[src/hdl/afrm_pkg.sv]
package afrm_pkg;
  localparam int          AFRM_AXES       = 4;
  localparam int          AFRM_MASK_W     = 48;
  localparam int          AFRM_AUX_SEL_W  = 4;
  localparam int          AFRM_AUX_OUTS   = 16;
  localparam logic [47:0] AFRM_GDET_RST   = 48'hFFFF_FFFF_319F;
  localparam logic [47:0] AFRM_DIS_RST    = 48'hFFFF_FFF0_EF87;
  localparam logic [47:0] AFRM_IRQ_RST    = 48'hFFFF_FFF0_0000;
  localparam logic [47:0] AFRM_AUX_RST    = 48'hFFFF_FFF0_0000;
  localparam logic [47:0] AFRM_HALT_RST   = 48'hFFFF_FFF0_8E00;
  localparam logic [47:0] AFRM_ABORT_RST  = 48'hFFFF_FFFF_9E78;
  localparam logic [47:0] AFRM_BRAKE_RST  = 48'hFFFF_FFF0_0000;
  localparam int          AFRM_BIT_POSERR = 0;
  localparam int          AFRM_BIT_ESTOP  = 14;
  localparam int          AFRM_BIT_LINK0  = 16;
  localparam int          AFRM_BIT_CABLE  = 31;
  typedef enum logic [1:0] {
    AFRM_RUN   = 2'b00,
    AFRM_RAMP  = 2'b01,
    AFRM_WAIT  = 2'b10
  } afrm_abort_t;
endpackage : afrm_pkg

[src/hdl/afrm_unit.sv]
`timescale 1ns/1ps
// Overview of operation
// - global mask gates every fault for all mask responses; estop disable bypasses it
// - global mask resets to FFFF FFFF 319F
// - each axis uses its own mask set
// - disable mask faults disable that axis
// - disable mask resets to FFFF FFF0 EF87
// - interrupt mask faults raise host interrupt
// - interrupt is OR of selected faults
// - interrupt mask resets to FFFF FFF0 0000
// - aux mask faults drive selected output low
// - aux mask resets to FFFF FFF0 0000
// - halt mask faults stop queue fetching
// - halt mask resets to FFFF FFF0 8E00
// - halt forces velocity zero, stops contour
// - abort mask ramps axis, waits for acknowledge
// - abort decelerates each axis at own rate
// - abort mask resets to FFFF FFFF 9E78
// - brake mask faults engage brake; resets to FFFF FFF0 0000
// - brake follows axis enable state
// - fixed fault bit position encoding
// - bits 16..19 mirror any fault per axis
// - estop enabled by any mask, disables all
module afrm_unit
  import afrm_pkg::*;
(
  input  wire logic                                 i_clk,
  input  wire logic                                 i_rst_n,
  input  wire logic                                 i_ce,
  input  wire logic                                 i_tick,
  input  wire logic                                 i_reinit,
  input  wire logic [AFRM_AXES-1:0][AFRM_MASK_W-1:0] i_raw_fault,
  input  wire logic                                 i_estop_in,
  input  wire logic                                 i_fault_acknowledge,
  input  wire logic [AFRM_AXES-1:0]                 i_axis_enable_req,
  input  wire logic [AFRM_AXES-1:0]                 i_axis_stopped,
  input  wire logic                                 i_mask_we,
  input  wire logic [1:0]                           i_mask_axis,
  input  wire logic [2:0]                           i_mask_sel,
  input  wire logic [AFRM_MASK_W-1:0]               i_mask_wdata,
  input  wire logic [AFRM_AUX_SEL_W-1:0]            i_aux_out_bit_select,
  output logic [AFRM_AXES-1:0]                      o_axis_enabled,
  output logic                                      o_host_irq,
  output logic [AFRM_AUX_OUTS-1:0]                  o_aux_out,
  output logic                                      o_queue_halt,
  output logic                                      o_velocity_zero,
  output logic [AFRM_AXES-1:0]                      o_ramp_stop,
  output logic [AFRM_AXES-1:0]                      o_abort_wait,
  output logic [AFRM_AXES-1:0]                      o_brake,
  output logic                                      o_estop_active
);
  localparam logic [2:0] SEL_GDET  = 3'h0;
  localparam logic [2:0] SEL_DIS   = 3'h1;
  localparam logic [2:0] SEL_IRQ   = 3'h2;
  localparam logic [2:0] SEL_AUX   = 3'h3;
  localparam logic [2:0] SEL_HALT  = 3'h4;
  localparam logic [2:0] SEL_ABORT = 3'h5;
  localparam logic [2:0] SEL_BRAKE = 3'h6;

  logic       rst_sync1;
  logic       rst_sync;
  logic       rst_n;

  always_ff @(posedge i_clk or negedge i_rst_n) begin
    if (!i_rst_n) begin
      rst_sync1 <= 1'b0;
      rst_sync  <= 1'b0;
    end else begin
      rst_sync1 <= 1'b1;
      rst_sync  <= rst_sync1;
    end
  end
  assign rst_n = rst_sync;

  logic [AFRM_AXES-1:0][AFRM_MASK_W-1:0] global_detect_mask;
  logic [AFRM_AXES-1:0][AFRM_MASK_W-1:0] axis_disable_mask;
  logic [AFRM_AXES-1:0][AFRM_MASK_W-1:0] host_interrupt_mask;
  logic [AFRM_AXES-1:0][AFRM_MASK_W-1:0] aux_out_mask;
  logic [AFRM_AXES-1:0][AFRM_MASK_W-1:0] queue_halt_mask;
  logic [AFRM_AXES-1:0][AFRM_MASK_W-1:0] motion_abort_mask;
  logic [AFRM_AXES-1:0][AFRM_MASK_W-1:0] brake_engage_mask;

  logic [AFRM_AXES-1:0] any_fault;
  logic [AFRM_AXES-1:0] req_dis;
  logic [AFRM_AXES-1:0] req_irq;
  logic [AFRM_AXES-1:0] req_aux;
  logic [AFRM_AXES-1:0] req_halt;
  logic [AFRM_AXES-1:0] req_abort;
  logic [AFRM_AXES-1:0] req_brake;
  logic [AFRM_AXES-1:0] estop_use;
  logic                 estop_enabled;
  logic                 estop_latched;
  logic [AFRM_AXES-1:0] axis_fault_dis;
  afrm_abort_t          abort_st [AFRM_AXES];

  // linkage bits come from raw faults only so axes cannot loop on each other
  genvar ax;
  generate
    for (ax = 0; ax < AFRM_AXES; ax++) begin : g_axis
      logic [AFRM_MASK_W-1:0] fault_vec;
      logic [AFRM_MASK_W-1:0] detected;
      logic [AFRM_MASK_W-1:0] raw_clean;

      always_comb begin
        raw_clean = i_raw_fault[ax];
        raw_clean[AFRM_BIT_ESTOP] = 1'b0;
        raw_clean[AFRM_BIT_LINK0 +: AFRM_AXES] = '0;
      end
      assign any_fault[ax] = |(raw_clean & global_detect_mask[ax]);
      always_comb begin
        fault_vec = i_raw_fault[ax];
        fault_vec[AFRM_BIT_ESTOP] = i_estop_in & estop_enabled;
        fault_vec[AFRM_BIT_LINK0 +: AFRM_AXES] = any_fault;
      end
      assign detected       = fault_vec & global_detect_mask[ax];
      assign req_dis[ax]    = |(detected & axis_disable_mask[ax]);
      assign req_irq[ax]    = |(detected & host_interrupt_mask[ax]);
      assign req_aux[ax]    = |(detected & aux_out_mask[ax]);
      assign req_halt[ax]   = |(detected & queue_halt_mask[ax]);
      assign req_abort[ax]  = |(detected & motion_abort_mask[ax]);
      assign req_brake[ax]  = |(detected & brake_engage_mask[ax]);
      assign estop_use[ax]  = axis_disable_mask[ax][AFRM_BIT_ESTOP]
                            | host_interrupt_mask[ax][AFRM_BIT_ESTOP]
                            | aux_out_mask[ax][AFRM_BIT_ESTOP]
                            | queue_halt_mask[ax][AFRM_BIT_ESTOP]
                            | motion_abort_mask[ax][AFRM_BIT_ESTOP]
                            | brake_engage_mask[ax][AFRM_BIT_ESTOP]
                            | global_detect_mask[ax][AFRM_BIT_ESTOP];

      always_ff @(posedge i_clk or negedge rst_n) begin
        if (!rst_n) begin
          global_detect_mask[ax]  <= AFRM_GDET_RST;
          axis_disable_mask[ax]   <= AFRM_DIS_RST;
          host_interrupt_mask[ax] <= AFRM_IRQ_RST;
          aux_out_mask[ax]        <= AFRM_AUX_RST;
          queue_halt_mask[ax]     <= AFRM_HALT_RST;
          motion_abort_mask[ax]   <= AFRM_ABORT_RST;
          brake_engage_mask[ax]   <= AFRM_BRAKE_RST;
        end else if (i_ce) begin
          if (i_reinit) begin
            global_detect_mask[ax]  <= AFRM_GDET_RST;
            axis_disable_mask[ax]   <= AFRM_DIS_RST;
            host_interrupt_mask[ax] <= AFRM_IRQ_RST;
            aux_out_mask[ax]        <= AFRM_AUX_RST;
            queue_halt_mask[ax]     <= AFRM_HALT_RST;
            motion_abort_mask[ax]   <= AFRM_ABORT_RST;
            brake_engage_mask[ax]   <= AFRM_BRAKE_RST;
          end else if (i_mask_we && i_mask_axis == 2'(ax)) begin
            unique case (i_mask_sel)
              SEL_GDET:  global_detect_mask[ax]  <= i_mask_wdata;
              SEL_DIS:   axis_disable_mask[ax]   <= i_mask_wdata;
              SEL_IRQ:   host_interrupt_mask[ax] <= i_mask_wdata;
              SEL_AUX:   aux_out_mask[ax]        <= i_mask_wdata;
              SEL_HALT:  queue_halt_mask[ax]     <= i_mask_wdata;
              SEL_ABORT: motion_abort_mask[ax]   <= i_mask_wdata;
              SEL_BRAKE: brake_engage_mask[ax]   <= i_mask_wdata;
              default:   global_detect_mask[ax]  <= global_detect_mask[ax];
            endcase
          end
        end
      end

      // a disabling fault is latched until acknowledged; set wins over ack
      always_ff @(posedge i_clk or negedge rst_n) begin
        if (!rst_n) begin
          axis_fault_dis[ax] <= 1'b0;
        end else if (i_ce && i_tick) begin
          if (req_dis[ax]) begin
            axis_fault_dis[ax] <= 1'b1;
          end else if (i_fault_acknowledge) begin
            axis_fault_dis[ax] <= 1'b0;
          end
        end
      end

      always_ff @(posedge i_clk or negedge rst_n) begin
        if (!rst_n) begin
          o_axis_enabled[ax] <= 1'b0;
          o_brake[ax]        <= 1'b1;
        end else if (i_ce && i_tick) begin
          o_axis_enabled[ax] <= i_axis_enable_req[ax] & ~req_dis[ax] & ~axis_fault_dis[ax]
                              & ~estop_latched & ~(i_estop_in & estop_enabled);
          o_brake[ax]        <= req_brake[ax] | req_dis[ax] | axis_fault_dis[ax]
                              | ~i_axis_enable_req[ax] | estop_latched
                              | (i_estop_in & estop_enabled);
        end
      end

      // ramp uses the axis own decel rate in the trajectory logic
      always_ff @(posedge i_clk or negedge rst_n) begin
        if (!rst_n) begin
          abort_st[ax] <= AFRM_RUN;
        end else if (i_ce && i_tick) begin
          unique case (abort_st[ax])
            AFRM_RUN:  if (req_abort[ax]) abort_st[ax] <= AFRM_RAMP;
            AFRM_RAMP: if (i_axis_stopped[ax]) abort_st[ax] <= AFRM_WAIT;
            AFRM_WAIT: if (i_fault_acknowledge && !req_abort[ax]) abort_st[ax] <= AFRM_RUN;
            default:   abort_st[ax] <= AFRM_RUN;
          endcase
        end
      end

      always_ff @(posedge i_clk or negedge rst_n) begin
        if (!rst_n) begin
          o_ramp_stop[ax]  <= 1'b0;
          o_abort_wait[ax] <= 1'b0;
        end else if (i_ce) begin
          o_ramp_stop[ax]  <= (abort_st[ax] == AFRM_RAMP);
          o_abort_wait[ax] <= (abort_st[ax] != AFRM_RUN);
        end
      end
    end
  endgenerate

  assign estop_enabled = |estop_use;

  always_ff @(posedge i_clk or negedge rst_n) begin
    if (!rst_n) begin
      estop_latched <= 1'b0;
    end else if (i_ce && i_tick) begin
      if (i_estop_in && estop_enabled) begin
        estop_latched <= 1'b1;
      end else if (i_fault_acknowledge) begin
        estop_latched <= 1'b0;
      end
    end
  end

  always_ff @(posedge i_clk or negedge rst_n) begin
    if (!rst_n) begin
      o_estop_active <= 1'b0;
    end else if (i_ce) begin
      o_estop_active <= estop_latched;
    end
  end

  always_ff @(posedge i_clk or negedge rst_n) begin
    if (!rst_n) begin
      o_host_irq <= 1'b0;
    end else if (i_ce && i_tick) begin
      o_host_irq <= |req_irq;
    end
  end

  // aux outputs idle high; only the selected bit is pulled low
  logic [AFRM_AUX_OUTS-1:0] next_aux;
  always_comb begin
    next_aux = '1;
    next_aux[i_aux_out_bit_select] = ~(|req_aux);
  end

  always_ff @(posedge i_clk or negedge rst_n) begin
    if (!rst_n) begin
      o_aux_out <= '1;
    end else if (i_ce && i_tick) begin
      o_aux_out <= next_aux;
    end
  end

  // halt holds until acknowledge with no halting fault present
  always_ff @(posedge i_clk or negedge rst_n) begin
    if (!rst_n) begin
      o_queue_halt    <= 1'b0;
      o_velocity_zero <= 1'b0;
    end else if (i_ce && i_tick) begin
      if (|req_halt) begin
        o_queue_halt    <= 1'b1;
        o_velocity_zero <= 1'b1;
      end else if (i_fault_acknowledge) begin
        o_queue_halt    <= 1'b0;
        o_velocity_zero <= 1'b0;
      end
    end
  end

  a_halt_zero_vel: assert property (@(posedge i_clk) disable iff (!rst_n)
    o_queue_halt == o_velocity_zero) else $error("halt without zero velocity");
  a_halt_sets: assert property (@(posedge i_clk) disable iff (!rst_n)
    (i_ce && i_tick && |req_halt) |=> o_queue_halt) else $error("halt missed");
  a_irq_or: assert property (@(posedge i_clk) disable iff (!rst_n)
    (i_ce && i_tick) |=> (o_host_irq == ($past(req_irq) != '0))) else $error("irq wrong");
  a_dis_axis0: assert property (@(posedge i_clk) disable iff (!rst_n)
    (i_ce && i_tick && req_dis[0]) |=> !o_axis_enabled[0]) else $error("no disable");
  a_brake_dis: assert property (@(posedge i_clk) disable iff (!rst_n)
    (i_ce && i_tick) ##1 !o_axis_enabled[0] |-> o_brake[0]) else $error("brake off");
  a_estop_all: assert property (@(posedge i_clk) disable iff (!rst_n)
    o_estop_active |-> o_axis_enabled == '0) else $error("estop axis on");
  a_aux_low: assert property (@(posedge i_clk) disable iff (!rst_n)
    (i_ce && i_tick && |req_aux) |=> !o_aux_out[$past(i_aux_out_bit_select)])
    else $error("aux not low");
  a_abort_wait: assert property (@(posedge i_clk) disable iff (!rst_n)
    (i_ce && i_tick && req_abort[0] && abort_st[0] == AFRM_RUN) |=> ##1 o_abort_wait[0])
    else $error("abort missed");
  a_reinit_gdet: assert property (@(posedge i_clk) disable iff (!rst_n)
    (i_ce && i_reinit) |=> global_detect_mask[0] == AFRM_GDET_RST)
    else $error("gdet default");

  // no estop in play: each axis answers to its own disable request only
  a_axis_own_mask: assert property (@(posedge i_clk) disable iff (!rst_n)
    (i_ce && i_tick && !i_estop_in && !estop_latched)
    |=> o_axis_enabled == ($past(i_axis_enable_req) & ~$past(req_dis) & ~$past(axis_fault_dis)))
    else $error("axis enable wrong");
  a_gdet_gate: assert property (@(posedge i_clk) disable iff (!rst_n)
    (global_detect_mask[1] == '0) |-> !(req_dis[1] || req_irq[1] || req_abort[1]))
    else $error("masked fault acted");
  a_link_axis: assert property (@(posedge i_clk) disable iff (!rst_n)
    (i_ce && i_tick && any_fault[1] && axis_disable_mask[0][AFRM_BIT_LINK0 + 1]
     && global_detect_mask[0][AFRM_BIT_LINK0 + 1]) |=> !o_axis_enabled[0])
    else $error("linkage ignored");
  a_brake_fault: assert property (@(posedge i_clk) disable iff (!rst_n)
    (i_ce && i_tick && req_brake[0]) |=> o_brake[0]) else $error("brake not engaged");
  a_brake_release: assert property (@(posedge i_clk) disable iff (!rst_n)
    (i_ce && i_tick) ##1 o_axis_enabled[0] |-> o_brake[0] == $past(req_brake[0]))
    else $error("brake held while enabled");
  a_estop_latch: assert property (@(posedge i_clk) disable iff (!rst_n)
    (i_ce && i_tick && i_estop_in && estop_enabled) |=> estop_latched)
    else $error("estop not latched");
  a_ramp_out: assert property (@(posedge i_clk) disable iff (!rst_n)
    (i_ce && abort_st[1] == AFRM_RAMP) |=> o_ramp_stop[1]) else $error("ramp not shown");
  a_reinit_dis: assert property (@(posedge i_clk) disable iff (!rst_n)
    (i_ce && i_reinit) |=> axis_disable_mask[1] == AFRM_DIS_RST)
    else $error("disable default");
  a_reinit_irq: assert property (@(posedge i_clk) disable iff (!rst_n)
    (i_ce && i_reinit) |=> host_interrupt_mask[2] == AFRM_IRQ_RST)
    else $error("irq default");
  a_reinit_aux: assert property (@(posedge i_clk) disable iff (!rst_n)
    (i_ce && i_reinit) |=> aux_out_mask[3] == AFRM_AUX_RST)
    else $error("aux default");
  a_reinit_halt: assert property (@(posedge i_clk) disable iff (!rst_n)
    (i_ce && i_reinit) |=> queue_halt_mask[0] == AFRM_HALT_RST)
    else $error("halt default");
  a_reinit_abort: assert property (@(posedge i_clk) disable iff (!rst_n)
    (i_ce && i_reinit) |=> motion_abort_mask[1] == AFRM_ABORT_RST)
    else $error("abort default");
  a_reinit_brake: assert property (@(posedge i_clk) disable iff (!rst_n)
    (i_ce && i_reinit) |=> brake_engage_mask[2] == AFRM_BRAKE_RST)
    else $error("brake default");

  c_halt: cover property (@(posedge i_clk) disable iff (!rst_n) $rose(o_queue_halt));
  c_ramp3: cover property (@(posedge i_clk) disable iff (!rst_n) $rose(o_ramp_stop[3]));
  c_irq: cover property (@(posedge i_clk) disable iff (!rst_n) $rose(o_host_irq));
  c_abort: cover property (@(posedge i_clk) disable iff (!rst_n) $fell(o_abort_wait[0]));
  c_estop: cover property (@(posedge i_clk) disable iff (!rst_n) $fell(o_estop_active));
endmodule : afrm_unit

[config.mk]
export PLATFORM = sky130hd
export DESIGN_NAME = afrm_unit
export DESIGN_NICKNAME = d
export VERILOG_FILES = /design/src/hdl/afrm_pkg.sv /design/src/hdl/afrm_unit.sv
export SDC_FILE = /design/constraint.sdc
export NUM_CORES = 2
export LEC_CHECK = 0
export ABC_AREA = 1
export BUFFER_PORTS_ARGS = -buffer_cell sky130_fd_sc_hd__buf_2
export CAP_MARGIN = 30
export CORE_ASPECT_RATIO = 1.4
export CORE_MARGIN = 3
export CORE_UTILIZATION = 45
export DETAILED_ROUTE_END_ITERATION = 16
export PLACE_DENSITY = 0.61
export SYNTH_ARGS = -nofsm -noshare
export SYNTH_HDL_FRONTEND = slang
export SYNTH_SLANG_ARGS = --single-unit
[constraint.sdc]
create_clock -name i_clk -period 50.7 [get_ports i_clk]
set_input_delay 10.14 -clock i_clk [delete_from_list [all_inputs] [get_ports i_clk]]
set_output_delay 10.14 -clock i_clk [all_outputs]
set_load 0.005 [all_outputs]
After elaboration in Yosys (flattened, before gate mapping) --
Index checks and enable logic that the tools add are counted.
Cells by class: add/subtract/negate cells 0, $mul 0, div/mod/pow operators 0, $lt $le $gt $ge 2, equality and inequality tests 29, shift operators 0, muxes and demuxes 88, bitwise logic cells 110, reductions and logical operators 100
Operator list (number):
- 48-bit 2-to-1 mux | 63
- 48-bit AND | 32
- 48-bit OR reduction | 16
- 192-bit OR reduction | 3
- 3-bit AND reduction | 28
- 1-bit OR | 44
- 2-bit nonzero test | 21
- 2-bit 2-to-1 mux | 12
- 2-bit inequality test (second input constant) | 12
- 2-bit one-hot mux with 3 select lines | 4
- 1-bit AND | 17
- 16-bit NOT | 1
- 16-bit OR | 1
- 4-bit AND reduction | 4
- 1-bit NOT | 15
- 2-bit equality test (second input constant) | 6
- 2-bit AND reduction | 6
- 1-bit logical AND | 11
- 2-bit by 1-bit equality test with 1-bit output (second input constant) | 5
- 2-bit logical NOT | 5
- 3-bit equality test (second input constant) | 3
- 1-bit 2-to-1 mux | 8
- 3-bit by 2-bit equality test with 1-bit output (second input constant) | 2
- 4-bit by 5-bit less-than comparator with 1-bit output (second input constant) | 1
- 6 further kinds | 9
Word-level totals: bits in registers 1394, bits in latches 0, RAM bits 0, memory bits (read-only) 0, input bits 265, output and inout port bits 36, logic and storage cells 388, memories 0

Logic depth before layout (Yosys ltp) --
word-level depth 16, gate-level depth with buffers 18, gate-level depth less buffers 17

Worst setup path before layout --
No wires, ideal clock.
kind in2reg, start point input i_mask_axis[1], end point register queue_halt_mask[100] (netlist bit), library setup time 0.125 ns, arrival time 11.515 ns, required time 50.575 ns, slack 39.061 ns, stages 6, path buffers 1, cells stage by stage inv_1 > o31ai_1 > clkinv_1 > nor2_1 > buf_2 > mux2_2
On the way: word-level cells in the longest chain between the ends 4
RTL lines:
- from (decl) | line afrm_unit.sv:38 | input wire logic [1:0] i_mask_axis,
- 2-bit equality test | line afrm_unit.sv:148 | end else if (i_mask_we && i_mask_axis == 2'(ax)) begin
- 1-bit logical AND | line afrm_unit.sv:148
- 2-bit nonzero test (no line)
- 3-bit AND reduction (no line)
- to (signal, indexed assignment) | line afrm_unit.sv:154 | SEL_HALT: queue_halt_mask[ax] <= i_mask_wdata;
- to (decl) | line afrm_unit.sv:79 | logic [AFRM_AXES-1:0][AFRM_MASK_W-1:0] queue_halt_mask;
No other way between the ends. A chain may end at the register's enable or synchronous reset.

Final worst setup path --
start point input i_reinit, end point register aux_out_mask[109] (netlist bit)
On the way: word-level cells in the longest chain between the ends 2, elaborated cells between the ends (all ways) 4, those cells by class mux (1); reduce/logical (3)
RTL lines:
- from (decl) | line afrm_unit.sv:31 | input wire logic i_reinit,
- 2-bit nonzero test (no line)
- 3-bit AND reduction (no line)
- to (signal, indexed assignment) | line afrm_unit.sv:153 | SEL_AUX: aux_out_mask[ax] <= i_mask_wdata;
- to (decl) | line afrm_unit.sv:78 | logic [AFRM_AXES-1:0][AFRM_MASK_W-1:0] aux_out_mask;
Parallel ways exist; a longest one is shown, timed or not.

==> flow_metrics.py <==
metrics = {
    "run_status": {
        "run_status": "finished, final reports clean",
    },
    "clocking": {
        "htreeDepth": 4,
        "ctsHoldBuffers": 0,
        "cts_inserted_buffers": 140,
        "clock_path_buffers": 3,
        "clock-sinks": 1394,
        "clk_pin_slew_ns": 0.06,
        "clkLatencyLatePin_ns": 0.80,
        "postCtsSetupBuffers": 0,
        "cts_tree": "yes",
        "cts_resized": 0,
        "root_buffer": "clkbuf_16",
    },
    "floorplan": {
        "start_util": 0.454,
        "core.rowCount": 163,
        "die_w_um": 325,
        "core_area_mm2": 0.141,
        "io_pins": 301,
        "fp.dieH_um": 452,
        "dieArea_mm2": 0.147,
    },
    "setup_path": {
        "reg2reg_slack_ns": 46.43,
        "startpoint_type": "input pin",
        "critPathKind": "input pin to flop",
        "path_max_fanout": 48,
        "cp.arrival_ns": 13.68,
        "reg2reg_from": "rst_n",
        "rr_endpoint": "brake_engage_mask[99]",
        "worstRegToRegCells": 4,
        "crit_required_ns": 51.37,
        "crit_path_end_kind": "flop",
    },
    "sta": {
        "finalClockSkew_ns": 0.0329,
        "rsz0062_at_grt": "false",
        "final-max-slew-violation-count": 0,
        "setup_viol": 0,
        "hold_viol": 0,
        "fin_crit_sh": 0.257,
        "fmax_ghz": 0.0769,
        "fin_tns_setup_ns": 0,
        "max_slew.worst_pin.slew_ns": 1.11,
        "maxSlewHeadroom": 0.261,
        "post-route-min-period_ns": 13.01,
    },
    "job": {
        "cap_violations": 0,
    },
    "hold_path": {
        "worstHoldEndpoint": "rst_n",
        "min_delay_path_depth": 0,
        "hold_path_class": "flop to flop",
        "holdCritStartpoint": "rst_sync1",
    },
    "grt": {
        "grt_pass1_wl_um": 358000,
        "grt_max_degree": 162,
        "gr-total-overflow": 0,
        "antenna_found_initial": 25,
        "track_usage": 0.343,
        "first_global_vias": 48950,
    },
    "place": {
        "place_congestion": 0.967,
        "portBuffers": 280,
        "place_area_mm2": 0.0675,
        "post-dp-hpwl_um": 173000,
    },
    "yosys": {
        "synth_edf_count": 0,
        "ys_seq_area_frac": 0.565,
        "yosysWarnings": 0,
        "syn_area_mm2": 0.0639,
        "synth_top_area_share": 0.398,
        "avgSynthCellArea_um2": 9.40,
        "synthesis.nets": 7064,
        "ys_async_sr_fraction": 1.00,
        "synth_ff_type": "dfstp_2",
        "ys_seq_elements": 1394,
        "synthCells": 6799,
        "synth.distinct_cells": 38,
        "synth_area_leaders": "dfstp_2 (40%), dfrtp_1 (17%), mux2_2 (12%)",
        "synth_area_leader_cell": "dfstp_2",
    },
    "layout": {
        "fillCellCount": 12957,
        "final_nets": 7248,
        "fin_area_mm2": 0.0723,
        "drive_above_1_share": 0.336,
        "synthToLayoutAreaGrowth_pct": 13.1,
    },
    "power": {
        "total_power_mw": 3.24,
        "p_leak_nw": 32.1,
        "power.density_mw_per_mm2": 44.8,
        "irDropWorstVdd_uv": 37.9,
    },
    "detailed_routing": {
        "wire_per_inst_um": 28.4,
        "drt_iter0_markers": 6788,
        "vias": 51676,
        "drc": 0,
        "drtPass1Iterations": 8,
        "vias_per_cell": 5.74,
        "postRouteAntennaNets": 0,
        "routed_wl_um": 256000,
    },
}
## worst max-delay path by stage
stage,cells past startpoint,to,start
after CTS,9,aux_out_mask[109],i_reinit
final,9,aux_out_mask[109],i_reinit
after detailed placement,9,aux_out_mask[108],i_reinit
after global placement,9,aux_out_mask[109],i_reinit
after floorplan,0,abort_st[0],rst_n
after global routing,9,aux_out_mask[100],i_reinit
## cell usage in the layout (no fill, tap or decap), types with 30 or more instances in the layout
cell type	synthesis	routed
buf_2	93	280
nand2_2	33	33
mux2_2	667	667
o21ai_0	855	855
nor2_2	27	30
nor2_1	453	410
buf_4	3	97
clkbuf_8	0	30
nor2_4	1	41
nand3_1	141	141
dfrtp_1	426	425
clkbuf_1	232	38
o22ai_1	243	243
dfstp_2	968	968
nand2_1	1624	1624
clkbuf_16	0	145
nand4_1	32	32
inv_1	866	866
## routing by layer
layer  GRT usage  vias to the layer above  part of all wire
li1            -                    22170                 -
met1       0.434                    25811              0.37
met2       0.522                     2869              0.44
met3      0.0662                      806             0.096
met4       0.258                       20             0.090
met5           0                        -           0.00050
## critical path, stage by stage
cell and delay (ns):
buf_2 0.08, buf_4 0.42, inv_2 0.05, buf_4 0.26, o31ai_1 0.12, clkinv_1 0.49, nor2_4 0.93, buf_4 0.68
mux2_2 0.41
## cells by family after synthesis
| family | after synthesis | share of synthesized area |
|---|---|---|
| other | 1 | 0.0000587 |
| multiplexers | 667 | 0.118 |
| flip-flops | 1394 | 0.565 |
| AND/OR/NAND/NOR | 2371 | 0.148 |
| AO/OA/AOI/OAI | 1143 | 0.0955 |
| buffers and inverters | 1223 | 0.0741 |
## synth_stat cells (18+ instances only)
cell type and number:
a21oi_1 20, buf_1 20, buf_2 93, clkbuf_1 232
dfrtp_1 426, dfstp_2 968, inv_1 866, mux2_2 667
nand2_1 1624, nand2_2 33, nand3_1 141, nand4_1 32
nor2_1 453, nor2_2 27, nor3_1 18, o21ai_0 855
o22ai_1 243, or2_2 28
## sequential cells by signal, summed over array words and instances (netlist names), 4 cells and up
signal / flops
abort_st: 8
aux_out_mask: 192
axis_disable_mask: 192
axis_fault_dis: 4
brake_engage_mask: 192
global_detect_mask: 192
host_interrupt_mask: 192
motion_abort_mask: 192
o_abort_wait: 4
o_aux_out: 16
o_axis_enabled: 4
o_brake: 4
o_ramp_stop: 4
queue_halt_mask: 192
## layout make-up
| class | count | area, µm² | share of cell area |
|---|---|---|---|
| flip-flops and latches | 1394 | 36100 | 0.499 |
| multi-input cells | 4182 | 23400 | 0.323 |
| clock buffers | 213 | 4180 | 0.0579 |
| inverters | 873 | 3280 | 0.0453 |
| repair buffers | 392 | 2450 | 0.0339 |
| well taps | 1897 | 2370 | 0.0328 |
| clock inverters | 40 | 512 | 0.00708 |
| diodes | 10 | 25.0 | 0.000346 |
## report_power, final
part / switching (mW) / total (mW) / internal [mW] / leakage, nW
logic: 0.448 / 0.661 / 0.213 / 14.2
clock network: 0.462 / 1.08 / 0.622 / 2.31
registers: 0.0826 / 1.50 / 1.41 / 15.7
total: 0.993 / 3.24 / 2.25 / 32.1
## through the flow
step	std cells	utilization	worst slack (ns)	hold WS [ns]
after detailed placement	8736	0.479	36.93	0.340
after floorplan	6799	-	10.66	0.331
after global placement	8725	0.478	36.97	0.336
final	9001	0.513	37.69	0.350
after CTS	8989	0.513	37.75	0.355
after global routing	8991	0.513	37.59	0.365
Power figures use the tool's default switching activity.
